`config.mk`:
```
export PLATFORM = sky130hd
export DESIGN_NAME = radio_mode_sequencer
export DESIGN_NICKNAME = d
export VERILOG_FILES = /design/src/pkg/seq_pkg.sv /design/src/radio_mode_sequencer.sv
export SDC_FILE = /design/constraint.sdc
export NUM_CORES = 1
export LEC_CHECK = 0
export ABC_AREA = 1
export BUFFER_PORTS_ARGS = -buffer_cell sky130_fd_sc_hd__buf_2
export CAP_MARGIN = 5
export CORE_MARGIN = 3
export CORE_UTILIZATION = 55
export DETAILED_ROUTE_END_ITERATION = 8
export HOLD_SLACK_MARGIN = 0.06
export PLACE_DENSITY_LB_ADDON = 0.08
export SLEW_MARGIN = 40
export SYNTH_ARGS = -nofsm -noshare
export SYNTH_HDL_FRONTEND = slang
export SYNTH_SLANG_ARGS = --single-unit
```
`constraint.sdc`:
```
create_clock -name hclk -period 3.9 [get_ports hclk]
set_input_delay 0.195 -clock hclk [delete_from_list [all_inputs] [get_ports hclk]]
set_output_delay 0.195 -clock hclk [all_outputs]
set_load 0.01 [all_outputs]
```
`src/pkg/seq_pkg.sv`:
```
// constants and types for the radio mode sequencer.
// assumes a single 20 MHz clock and an AHB-Lite register port.
package seq_pkg;

	localparam int CLK_NS = 50;

	// timer tick lengths as printed, in ns, and their cycle counts
	localparam int RES1_NS  = 64000;
	localparam int RES2_NS  = 4100000;
	localparam int RES3_NS  = 262000000;
	localparam int RES1_CYC = RES1_NS / CLK_NS;
	localparam int RES2_CYC = RES2_NS / CLK_NS;
	localparam int RES3_CYC = RES3_NS / CLK_NS;

	// register byte offsets
	localparam logic [7:0] CTRL_OFS   = 8'h00;
	localparam logic [7:0] CFG_OFS    = 8'h04;
	localparam logic [7:0] TIMER_OFS  = 8'h08;
	localparam logic [7:0] STATUS_OFS = 8'h0C;

	// control word bits
	localparam int LAUNCH_BIT = 0;
	localparam int HALT_BIT   = 1;

	// sequencer_control_word field positions
	localparam int IDLE_LP_BIT   = 0;
	localparam int LAUNCH_LSB    = 1;
	localparam int LP_STEP_BIT   = 3;
	localparam int IDLE_EXIT_BIT = 4;
	localparam int TX_EXIT_BIT   = 5;
	localparam int RX_EXIT_LSB   = 6;
	localparam int TO_EXIT_LSB   = 9;
	localparam int GOT_EXIT_LSB  = 11;
	localparam int FLUSH_BIT     = 14;
	localparam int CFG_W         = 15;
	localparam logic [CFG_W-1:0] CFG_RST = 15'h0000;

	// timer word field positions
	localparam int T1_SEL_LSB  = 0;
	localparam int T2_SEL_LSB  = 2;
	localparam int T1_MULT_LSB = 8;
	localparam int T2_MULT_LSB = 16;
	localparam int TMR_W       = 24;
	localparam logic [TMR_W-1:0] TMR_RST = 24'h000000;

	// status word field positions
	localparam int ST_STATE_LSB = 0;
	localparam int ST_MODE_LSB  = 4;
	localparam int ST_PHASE_LSB = 8;
	localparam int ST_INIT_LSB  = 12;

	// chip modes requested from the radio
	localparam logic [2:0] MODE_SLEEP   = 3'h0;
	localparam logic [2:0] MODE_STANDBY = 3'h1;
	localparam logic [2:0] MODE_SYNTH   = 3'h2;
	localparam logic [2:0] MODE_TX      = 3'h3;
	localparam logic [2:0] MODE_RX      = 3'h4;

	typedef enum logic [2:0] {
		seq_halted_state,
		lowpower_idle_state,
		fifo_wait_state,
		tx_state,
		rx_state,
		got_packet_state,
		rx_relaunch_state,
		synth_wait_state
	} seq_state_t;

	typedef enum logic [1:0] {
		timer_stopped,
		timer_first,
		timer_second
	} timer_phase_t;

endpackage : seq_pkg

```
`src/radio_mode_sequencer.sv`:
```
// radio mode sequencer: programmable state machine plus chained interval timers.
// assumes radio events are one-cycle pulses from logic on hclk; registers sit on AHB-Lite.
//
// Behaviour
// - idle low-power choice 0 holds standby, 1 holds sleep while idle.
// - launch from sleep/standby goes to low-power step, receive, transmit or fifo wait.
// - low-power step 0 halts with launch-time mode restored; 1 enters idle.
// - idle exits on timer1 to tx or rx; tx exits on sent to low-power or rx.
// - rx exit 001/010/011 on payload or check pass; bad check acts as timeout unless the flush bit is set.
// - rx exit 100/101/110 halt on strength/sync/preamble; timer2 forces low-power step.
// - receive timeout exit selects relaunch, transmit, low-power step or halt.
// - receive timeout is any of strength, preamble or sync deadline events.
// - got-packet exit selects halt, tx on drained, low-power, synth then rx, rx.
// - timer1 fires resolution times multiplier after timer2 or launch; code 00 disables.
// - timer2 fires resolution times multiplier after timer1, same encoding.
// - timer alternation runs regardless of sequencer state.
// - halt command forces the sequencer off from any state.
// - fifo wait stays put until the fifo level event, then transmits.
// - low-power idle responds only to timer1.
// - relaunch state restarts receiver gain and frequency tracking before rx.
// - idle entered from a low-power request places the chip in sleep or standby per the idle low-power choice.
`timescale 1ns/1ns

module radio_mode_sequencer #(
	parameter int unsigned RES2_CYC = seq_pkg::RES2_CYC,	// 4.1 ms tick length in cycles
	parameter int unsigned RES3_CYC = seq_pkg::RES3_CYC	// 262 ms tick length in cycles
) (
	input  wire logic        hclk,                    // bus and core clock
	input  wire logic        hresetn,                 // async reset, active low
	input  wire logic        hsel,                    // slave select
	input  wire logic [31:0] haddr,                   // byte address
	input  wire logic [1:0]  htrans,                  // transfer type
	input  wire logic        hwrite,                  // write not read
	input  wire logic [2:0]  hsize,                   // transfer size
	input  wire logic [31:0] hwdata,                  // write data
	input  wire logic        hready,                  // bus ready
	output logic      [31:0] hrdata,                  // read data
	output logic             hreadyout,               // slave ready
	output logic             hresp,                   // response, always okay
	input  wire logic [2:0]  chip_mode,               // current radio mode
	input  wire logic        tx_done_event,           // packet sent
	input  wire logic        rx_payload_event,        // payload ready
	input  wire logic        check_pass_event,        // crc ok
	input  wire logic        strength_event,          // signal strength above threshold
	input  wire logic        sync_match_event,        // sync or address match
	input  wire logic        preamble_found_event,    // preamble detected
	input  wire logic        fifo_level_event,        // fifo threshold
	input  wire logic        fifo_drained_event,      // fifo empty
	input  wire logic        strength_deadline_event, // strength timeout
	input  wire logic        preamble_deadline_event, // preamble timeout
	input  wire logic        sync_deadline_event,     // sync timeout
	input  wire logic        synth_locked,            // synthesiser settled
	output logic      [2:0]  mode_req,                // requested radio mode
	output logic             seq_active,              // sequencer not halted
	output logic             rx_restart,              // receiver restart pulse
	output logic             first_timer_event,       // timer1 pulse
	output logic             second_timer_event,      // timer2 pulse
	output logic             rx_deadline_event        // combined receive timeout
);

	////////////////////////////////////////////////////////////////////////////
	// register port

	logic                       wr_pend_r;
	logic                       rd_ok;
	logic [7:0]                 wr_addr_r;
	logic [seq_pkg::CFG_W-1:0]  cfg_r;
	logic [seq_pkg::TMR_W-1:0]  tmr_r;
	logic                       launch_r;
	logic                       halt_r;
	logic [31:0]                hrdata_r;
	logic [31:0]                status;
	logic                       ctrl_wr;

	seq_pkg::seq_state_t        state_r;
	seq_pkg::seq_state_t        state_nxt;
	seq_pkg::timer_phase_t      phase_r;
	logic [2:0]                 mode_r;
	logic [2:0]                 mode_nxt;
	logic [2:0]                 init_mode_r;

	assign hreadyout = 1'b1;
	assign hresp     = 1'b0;
	assign hrdata    = hrdata_r;
	assign rd_ok     = hsel & htrans[1] & hready & ~hwrite;
	assign ctrl_wr   = wr_pend_r & (wr_addr_r == seq_pkg::CTRL_OFS);

	always_ff @(posedge hclk or negedge hresetn) begin
		if (!hresetn) begin
			wr_pend_r <= 1'b0;
			wr_addr_r <= 8'h00;
		end else begin
			wr_pend_r <= hsel & htrans[1] & hready & hwrite;
			wr_addr_r <= haddr[7:0];
		end
	end

	always_ff @(posedge hclk or negedge hresetn) begin
		if (!hresetn) begin
			cfg_r <= seq_pkg::CFG_RST;
			tmr_r <= seq_pkg::TMR_RST;
		end else if (wr_pend_r) begin
			if (wr_addr_r == seq_pkg::CFG_OFS)
				cfg_r <= hwdata[seq_pkg::CFG_W-1:0];
			if (wr_addr_r == seq_pkg::TIMER_OFS)
				tmr_r <= hwdata[seq_pkg::TMR_W-1:0];
		end
	end

	// command bits never store; they live one cycle
	always_ff @(posedge hclk or negedge hresetn) begin
		if (!hresetn) begin
			launch_r <= 1'b0;
			halt_r   <= 1'b0;
		end else begin
			halt_r   <= ctrl_wr & hwdata[seq_pkg::HALT_BIT];
			launch_r <= ctrl_wr & hwdata[seq_pkg::LAUNCH_BIT] & ~hwdata[seq_pkg::HALT_BIT];
		end
	end

	always_comb begin
		status = 32'h00000000;
		status[seq_pkg::ST_STATE_LSB +: 3] = state_r;
		status[seq_pkg::ST_MODE_LSB  +: 3] = mode_r;
		status[seq_pkg::ST_PHASE_LSB +: 2] = phase_r;
		status[seq_pkg::ST_INIT_LSB  +: 3] = init_mode_r;
	end

	// read data captured at the address phase; a read right after a write
	// to the same word returns the old value
	always_ff @(posedge hclk or negedge hresetn) begin
		if (!hresetn)
			hrdata_r <= 32'h00000000;
		else if (rd_ok) begin
			unique case (haddr[7:0])
				seq_pkg::CFG_OFS:    hrdata_r <= {17'h00000, cfg_r};
				seq_pkg::TIMER_OFS:  hrdata_r <= {8'h00, tmr_r};
				seq_pkg::STATUS_OFS: hrdata_r <= status;
				default:             hrdata_r <= 32'h00000000;
			endcase
		end
	end

	////////////////////////////////////////////////////////////////////////////
	// configuration fields

	logic       idle_lowpower_choice;
	logic [1:0] launch_exit_select;
	logic       lowpower_step_select;
	logic       idle_exit_select;
	logic       tx_exit_select;
	logic [2:0] rx_exit_select;
	logic [1:0] timeout_exit_select;
	logic [2:0] got_packet_exit_select;
	logic       bad_check_flush_enable;
	logic [1:0] first_timer_tick_select;
	logic [1:0] second_timer_tick_select;
	logic [7:0] first_timer_multiplier;
	logic [7:0] second_timer_multiplier;

	assign idle_lowpower_choice     = cfg_r[seq_pkg::IDLE_LP_BIT];
	assign launch_exit_select       = cfg_r[seq_pkg::LAUNCH_LSB +: 2];
	assign lowpower_step_select     = cfg_r[seq_pkg::LP_STEP_BIT];
	assign idle_exit_select         = cfg_r[seq_pkg::IDLE_EXIT_BIT];
	assign tx_exit_select           = cfg_r[seq_pkg::TX_EXIT_BIT];
	assign rx_exit_select           = cfg_r[seq_pkg::RX_EXIT_LSB +: 3];
	assign timeout_exit_select      = cfg_r[seq_pkg::TO_EXIT_LSB +: 2];
	assign got_packet_exit_select   = cfg_r[seq_pkg::GOT_EXIT_LSB +: 3];
	assign bad_check_flush_enable   = cfg_r[seq_pkg::FLUSH_BIT];
	assign first_timer_tick_select  = tmr_r[seq_pkg::T1_SEL_LSB +: 2];
	assign second_timer_tick_select = tmr_r[seq_pkg::T2_SEL_LSB +: 2];
	assign first_timer_multiplier   = tmr_r[seq_pkg::T1_MULT_LSB +: 8];
	assign second_timer_multiplier  = tmr_r[seq_pkg::T2_MULT_LSB +: 8];

	////////////////////////////////////////////////////////////////////////////
	// chained timers

	logic        launch_ok;
	logic        launch_go;
	logic [22:0] presc_r;
	logic [7:0]  tcount_r;
	logic [1:0]  cur_sel;
	logic [7:0]  cur_mult;
	logic        tick;
	logic        fire;

	function automatic logic [22:0] tick_cycles(input logic [1:0] sel);
		unique case (sel)
			2'h1:    tick_cycles = 23'(seq_pkg::RES1_CYC);
			2'h2:    tick_cycles = 23'(RES2_CYC);
			2'h3:    tick_cycles = 23'(RES3_CYC);
			default: tick_cycles = 23'h7FFFFF;
		endcase
	endfunction : tick_cycles

	assign launch_ok = (chip_mode == seq_pkg::MODE_SLEEP) | (chip_mode == seq_pkg::MODE_STANDBY);
	assign launch_go = launch_r & launch_ok;
	assign cur_sel   = (phase_r == seq_pkg::timer_first) ? first_timer_tick_select : second_timer_tick_select;
	assign cur_mult  = (phase_r == seq_pkg::timer_first) ? first_timer_multiplier : second_timer_multiplier;
	assign tick      = (presc_r == tick_cycles(cur_sel) - 23'h000001);
	// a multiplier of zero behaves as one tick
	assign fire      = (phase_r != seq_pkg::timer_stopped) & tick
	                   & ({1'b0, tcount_r} + 9'h001 >= {1'b0, cur_mult});

	// runs whatever the sequencer state; only launch restarts it
	always_ff @(posedge hclk or negedge hresetn) begin
		if (!hresetn) begin
			phase_r            <= seq_pkg::timer_stopped;
			presc_r            <= 23'h000000;
			tcount_r           <= 8'h00;
			first_timer_event  <= 1'b0;
			second_timer_event <= 1'b0;
		end else begin
			first_timer_event  <= 1'b0;
			second_timer_event <= 1'b0;
			if (launch_go) begin
				presc_r  <= 23'h000000;
				tcount_r <= 8'h00;
				phase_r  <= (first_timer_tick_select != 2'h0) ? seq_pkg::timer_first
				                                              : seq_pkg::timer_stopped;
			end else if (phase_r != seq_pkg::timer_stopped && cur_sel == 2'h0) begin
				phase_r <= seq_pkg::timer_stopped;
			end else if (fire) begin
				presc_r  <= 23'h000000;
				tcount_r <= 8'h00;
				if (phase_r == seq_pkg::timer_first) begin
					first_timer_event <= 1'b1;
					phase_r <= (second_timer_tick_select != 2'h0) ? seq_pkg::timer_second
					                                              : seq_pkg::timer_stopped;
				end else begin
					second_timer_event <= 1'b1;
					phase_r <= (first_timer_tick_select != 2'h0) ? seq_pkg::timer_first
					                                             : seq_pkg::timer_stopped;
				end
			end else if (phase_r != seq_pkg::timer_stopped) begin
				if (tick) begin
					presc_r  <= 23'h000000;
					tcount_r <= tcount_r + 8'h01;
				end else begin
					presc_r <= presc_r + 23'h000001;
				end
			end
		end
	end

	////////////////////////////////////////////////////////////////////////////
	// sequencer state machine

	logic                 bad_check;
	logic                 rx_timeout;
	seq_pkg::seq_state_t  lp_state;
	logic [2:0]           lp_mode;
	seq_pkg::seq_state_t  to_state;
	logic [2:0]           to_mode;

	assign rx_timeout = strength_deadline_event | preamble_deadline_event | sync_deadline_event;
	assign rx_deadline_event = rx_timeout;
	assign bad_check  = (rx_exit_select == 3'h3) & rx_payload_event & ~check_pass_event
	                    & ~bad_check_flush_enable;

	// low-power step target
	always_comb begin
		if (lowpower_step_select) begin
			lp_state = seq_pkg::lowpower_idle_state;
			lp_mode  = idle_lowpower_choice ? seq_pkg::MODE_SLEEP : seq_pkg::MODE_STANDBY;
		end else begin
			lp_state = seq_pkg::seq_halted_state;
			lp_mode  = init_mode_r;
		end
	end

	// receive timeout target
	always_comb begin
		unique case (timeout_exit_select)
			2'h0: begin
				to_state = seq_pkg::rx_relaunch_state;
				to_mode  = seq_pkg::MODE_RX;
			end
			2'h1: begin
				to_state = seq_pkg::tx_state;
				to_mode  = seq_pkg::MODE_TX;
			end
			2'h2: begin
				to_state = lp_state;
				to_mode  = lp_mode;
			end
			default: begin
				to_state = seq_pkg::seq_halted_state;
				to_mode  = mode_r;
			end
		endcase
	end

	always_comb begin
		state_nxt = state_r;
		mode_nxt  = mode_r;
		if (halt_r) begin
			state_nxt = seq_pkg::seq_halted_state;
		end else if (launch_go) begin
			unique case (launch_exit_select)
				2'h0: begin
					state_nxt = lp_state;
					mode_nxt  = lowpower_step_select ? lp_mode : chip_mode;
				end
				2'h1: begin
					state_nxt = seq_pkg::rx_state;
					mode_nxt  = seq_pkg::MODE_RX;
				end
				2'h2: begin
					state_nxt = seq_pkg::tx_state;
					mode_nxt  = seq_pkg::MODE_TX;
				end
				default: begin
					state_nxt = seq_pkg::fifo_wait_state;
					mode_nxt  = chip_mode;
				end
			endcase
		end else begin
			unique case (state_r)
				seq_pkg::seq_halted_state: ;
				seq_pkg::lowpower_idle_state: begin
					if (first_timer_event) begin
						state_nxt = idle_exit_select ? seq_pkg::rx_state : seq_pkg::tx_state;
						mode_nxt  = idle_exit_select ? seq_pkg::MODE_RX : seq_pkg::MODE_TX;
					end
				end
				seq_pkg::fifo_wait_state: begin
					if (fifo_level_event) begin
						state_nxt = seq_pkg::tx_state;
						mode_nxt  = seq_pkg::MODE_TX;
					end
				end
				seq_pkg::tx_state: begin
					if (tx_done_event) begin
						state_nxt = tx_exit_select ? seq_pkg::rx_state : lp_state;
						mode_nxt  = tx_exit_select ? seq_pkg::MODE_RX : lp_mode;
					end
				end
				seq_pkg::rx_state: begin
					if (second_timer_event) begin
						state_nxt = lp_state;
						mode_nxt  = lp_mode;
					end else if (rx_timeout || bad_check) begin
						state_nxt = to_state;
						mode_nxt  = to_mode;
					end else begin
						unique case (rx_exit_select)
							3'h1: if (rx_payload_event) state_nxt = seq_pkg::got_packet_state;
							3'h2: if (rx_payload_event) begin
								state_nxt = lp_state;
								mode_nxt  = lp_mode;
							end
							3'h3: if (check_pass_event) state_nxt = seq_pkg::got_packet_state;
							3'h4: if (strength_event) state_nxt = seq_pkg::seq_halted_state;
							3'h5: if (sync_match_event) state_nxt = seq_pkg::seq_halted_state;
							3'h6: if (preamble_found_event) state_nxt = seq_pkg::seq_halted_state;
							default: ;
						endcase
					end
				end
				seq_pkg::got_packet_state: begin
					unique case (got_packet_exit_select)
						3'h0: state_nxt = seq_pkg::seq_halted_state;
						3'h1: if (fifo_drained_event) begin
							state_nxt = seq_pkg::tx_state;
							mode_nxt  = seq_pkg::MODE_TX;
						end
						3'h2: begin
							state_nxt = lp_state;
							mode_nxt  = lp_mode;
						end
						3'h3: begin
							state_nxt = seq_pkg::synth_wait_state;
							mode_nxt  = seq_pkg::MODE_SYNTH;
						end
						3'h4: state_nxt = seq_pkg::rx_state;
						default: ;
					endcase
				end
				seq_pkg::rx_relaunch_state: begin
					state_nxt = seq_pkg::rx_state;
					mode_nxt  = seq_pkg::MODE_RX;
				end
				seq_pkg::synth_wait_state: begin
					if (synth_locked) begin
						state_nxt = seq_pkg::rx_state;
						mode_nxt  = seq_pkg::MODE_RX;
					end
				end
			endcase
		end
	end

	always_ff @(posedge hclk or negedge hresetn) begin
		if (!hresetn) begin
			state_r <= seq_pkg::seq_halted_state;
			mode_r  <= seq_pkg::MODE_STANDBY;
		end else begin
			state_r <= state_nxt;
			mode_r  <= mode_nxt;
		end
	end

	// mode at launch, restored when the low-power step halts
	always_ff @(posedge hclk or negedge hresetn) begin
		if (!hresetn)
			init_mode_r <= seq_pkg::MODE_STANDBY;
		else if (launch_go && !halt_r)
			init_mode_r <= chip_mode;
	end

	// restart pulse lines up with the one cycle spent in the relaunch state
	always_ff @(posedge hclk or negedge hresetn) begin
		if (!hresetn)
			rx_restart <= 1'b0;
		else
			rx_restart <= (state_nxt == seq_pkg::rx_relaunch_state);
	end

	assign mode_req   = mode_r;
	assign seq_active = (state_r != seq_pkg::seq_halted_state);

endmodule : radio_mode_sequencer

```
==> run metrics <==
Yosys top cell by area=dfrtp_1; pwr dens=462 mW/mm2; layout cells sized above 1=16.3%; CP required=4210 ps; Post-synth EDFFs=0; Register-to-Register Path Depth=12; gr ovfl total=0; first-pass iteration count of the detailed router=5; commonest non-fill, non-tap cells in the layout=236 x nand2_1, 117 x dfrtp_1, 112 x inv_1; pre-CTS setup slack=559 ps; Remaining DRCs=0; Detailed Route WL=19.0 mm; FMAX=294 MHz; Syn. warnings=0; combinational power share=22.8%; CTS buffer count=17; PortBufs=84; die height=120 um; H-tree depth=4; crit share post-route=87.1%; post-synthesis register bit count=119; Switching Fraction=32.3%; Initial Util=57.8%; hold_ws=approximately 60 ps; number of global-route vias before repair=between 6000 and 7000; first-pass GRT wire length=31.5 mm; worst-path cell chain=inv_1 > nor2_1 > clkinv_1 > o21ai_0 > inv_1 > ha_1 > o21ai_4 > nand2_1 > nor4_2 > nand2_1 > o21ai_2 > a21oi_1; finished layout cell area=0.00853 mm2; WL/cell=15.5 um; CTS tree=yes; setup TNS=0 ps; Power, Total=3.94 mW; pin count of the biggest net entering global routing=63; critical path class=register to register; Worst VDD drop=380 uV; Clk pwr share=about two fifths; post-layout minimum cycle time=around 3400 ps; critical-path maximum fanout=19; asr flop ratio synth=100%; Pleak=4.49 nW; DR vias=6554; register area share after synthesis=a little over two fifths; Area contributors post-synth=dfrtp_1 41%, nand2_1 12%, inv_1 5.9%; Final Slew Violations=0; Clock Sinks=119; Util after Layout=between 60% and 70%; startpoint types=register; hpwl dp=13.6 mm; CP max stage delay=530 ps; width of the die=120 um; worst path arrival time=3710 ps; cell family with most CP delay=compound AO/OA/AOI/OAI gates; final worst setup slack=around 500 ps; post-synth cell types=48; CTS root buffer=clkbuf_16; synthesized area=between 0.007 and 0.008 mm2; MaxCap Viol Count=0; Clock transition at path regs=60 ps; antenna violations before repair=0; top cell type's share of synthesized area=about two fifths; Final Hold Vio Count=0; CP Depth=12; Area Overhead vs Synth=19.8%; most used flip-flop cell after synthesis=dfrtp_1; Syn Area/Cell=7.59 um2; Vias per Instance=5.34; clk_lat worst skew=approximately 420 ps; Cell Rows=40; Buf/Inv on CP=3; Slowest-stage cell, CP=o21ai_4; Initial DRC Count=532; I/O pins=131; remaining antenna violation count=0; max_slew headroom=44.1%; Reg power frac=35.3%; Worst Tran Pin Value=836 ps; Synth Instances=around 940; Final setup viols=0; Hold Crit Depth=3; Clock Path Buffers=2; Placement Cell Area=0.00762 mm2; Hold Crit Class=input pin to register; skew final=10.3 ps; most common cell after layout, fill and taps aside=nand2_1; internal power=about 2.7 mW; status=finished clean; GP Congestion=0.939; fin nets=around 1200; Inst Count DP=1166; GR Util All Layers=between 20% and 30%; RSZ-0062 raised after global routing=no; Inserted Diodes=0; Final Non-Filler Cells=1227; Core Box Area=0.0123 mm2; Die Area=around 0.014 mm2; Setup crit end kind=register; switching power=1.27 mW
[timing repair]
action | CTS | global route
hold buffers | 29 | 0
setup buffers | 0 | 0
gates resized for setup | 0 | 0
setup endpoints to repair | 0 | 0
hold endpoints to repair | 86 | 0
[tightest hold or removal path: cells and delay by family]
kind	cells	cell delay (ps)
buffers and inverters	2	160
AOI/OAI and AO/OA	1	80
[registers in the layout (all words and copies together), names as in the netlist, 3 cells and up]
register,flops
presc_r,23
wr_addr_r,8
state_r,3
hrdata,24
init_mode_r,3
tcount_r,8
cfg_r,15
tmr_r,24
mode_req,3
[final timing paths]
path                                 from              to  slack [ps]
min in group asynchronous         hresetn     presc_r[16]         370
min                             hwdata[9]        cfg_r[9]          60
min reg2reg                init_mode_r[2]  init_mode_r[2]         470
max                            phase_r[0]     presc_r[15]         500
max reg2reg                    phase_r[0]     presc_r[15]         500
max in group asynchronous         hresetn       hrdata[7]        2740
[cells in the mapped netlist, types with 2 or more instances]
cell type  instances
xor2_1            22
nor3_4             2
o31ai_1            2
mux2_2             9
dfrtp_1          117
xnor2_1           13
ha_1              19
nand3_1           60
buf_4             12
buf_2              7
o21a_1             2
nor4_1             2
nand2_1          236
o21ai_0           75
conb_1             2
dfstp_2            2
clkinv_1           2
clkbuf_1          15
a21oi_1           24
nand4_1           20
a221oi_1           3
or2_2              3
o21ai_1           13
inv_2              3
nand2_4            2
o211ai_1           3
o21ai_2            3
nor3_1            22
nor2_2            14
nand3b_1           2
nor2_4             3
o22ai_1            8
nand2_2            2
o21ai_4            2
nor2_1            86
nand3_2            3
inv_1            112
[layout make-up]
type / count / area, um2
flip-flops and latches: 119 / 2980
fillers: 1054 / 3780
multi-input cells: 672 / 3510
repair buffers: 118 / 763
clock inverters: 14 / 188
clock buffers: 18 / 429
inverters: 118 / 448
well taps: 168 / 210
[metal layers]
layer | share of wire [%] | track usage (%) | wire length, um
met1 | 46 | 39.7 | 8720
met2 | 46 | 42.4 | 8680
met3 | 7.4 | 7.16 | 1400
met4 | 1.1 | 5.73 | 218
met5 | 0 | 0 | 0
[kinds of logic after synthesis]
family          synth area share [%]
xor+xnor                        4.31
simple gates                    28.6
fa+ha+maj                       3.34
buf+inv                         9.35
flops                           41.9
compound gates                  11.0
other cells                    0.105
mux                             1.42
[power groups by stage]
| stage | clock network, mW | logic, mW | registers, mW |
|---|---|---|---|
| after floorplan | 0 | 0.701 | 1.37 |
| after global placement | 0 | 0.840 | 1.41 |
| after detailed placement | 0 | 0.860 | 1.41 |
| after CTS | 1.67 | 0.897 | 1.39 |
| after global routing | 1.73 | 1.01 | 1.40 |
| final | 1.65 | 0.899 | 1.39 |
Note: power is estimated with default switching activity, not from simulation.
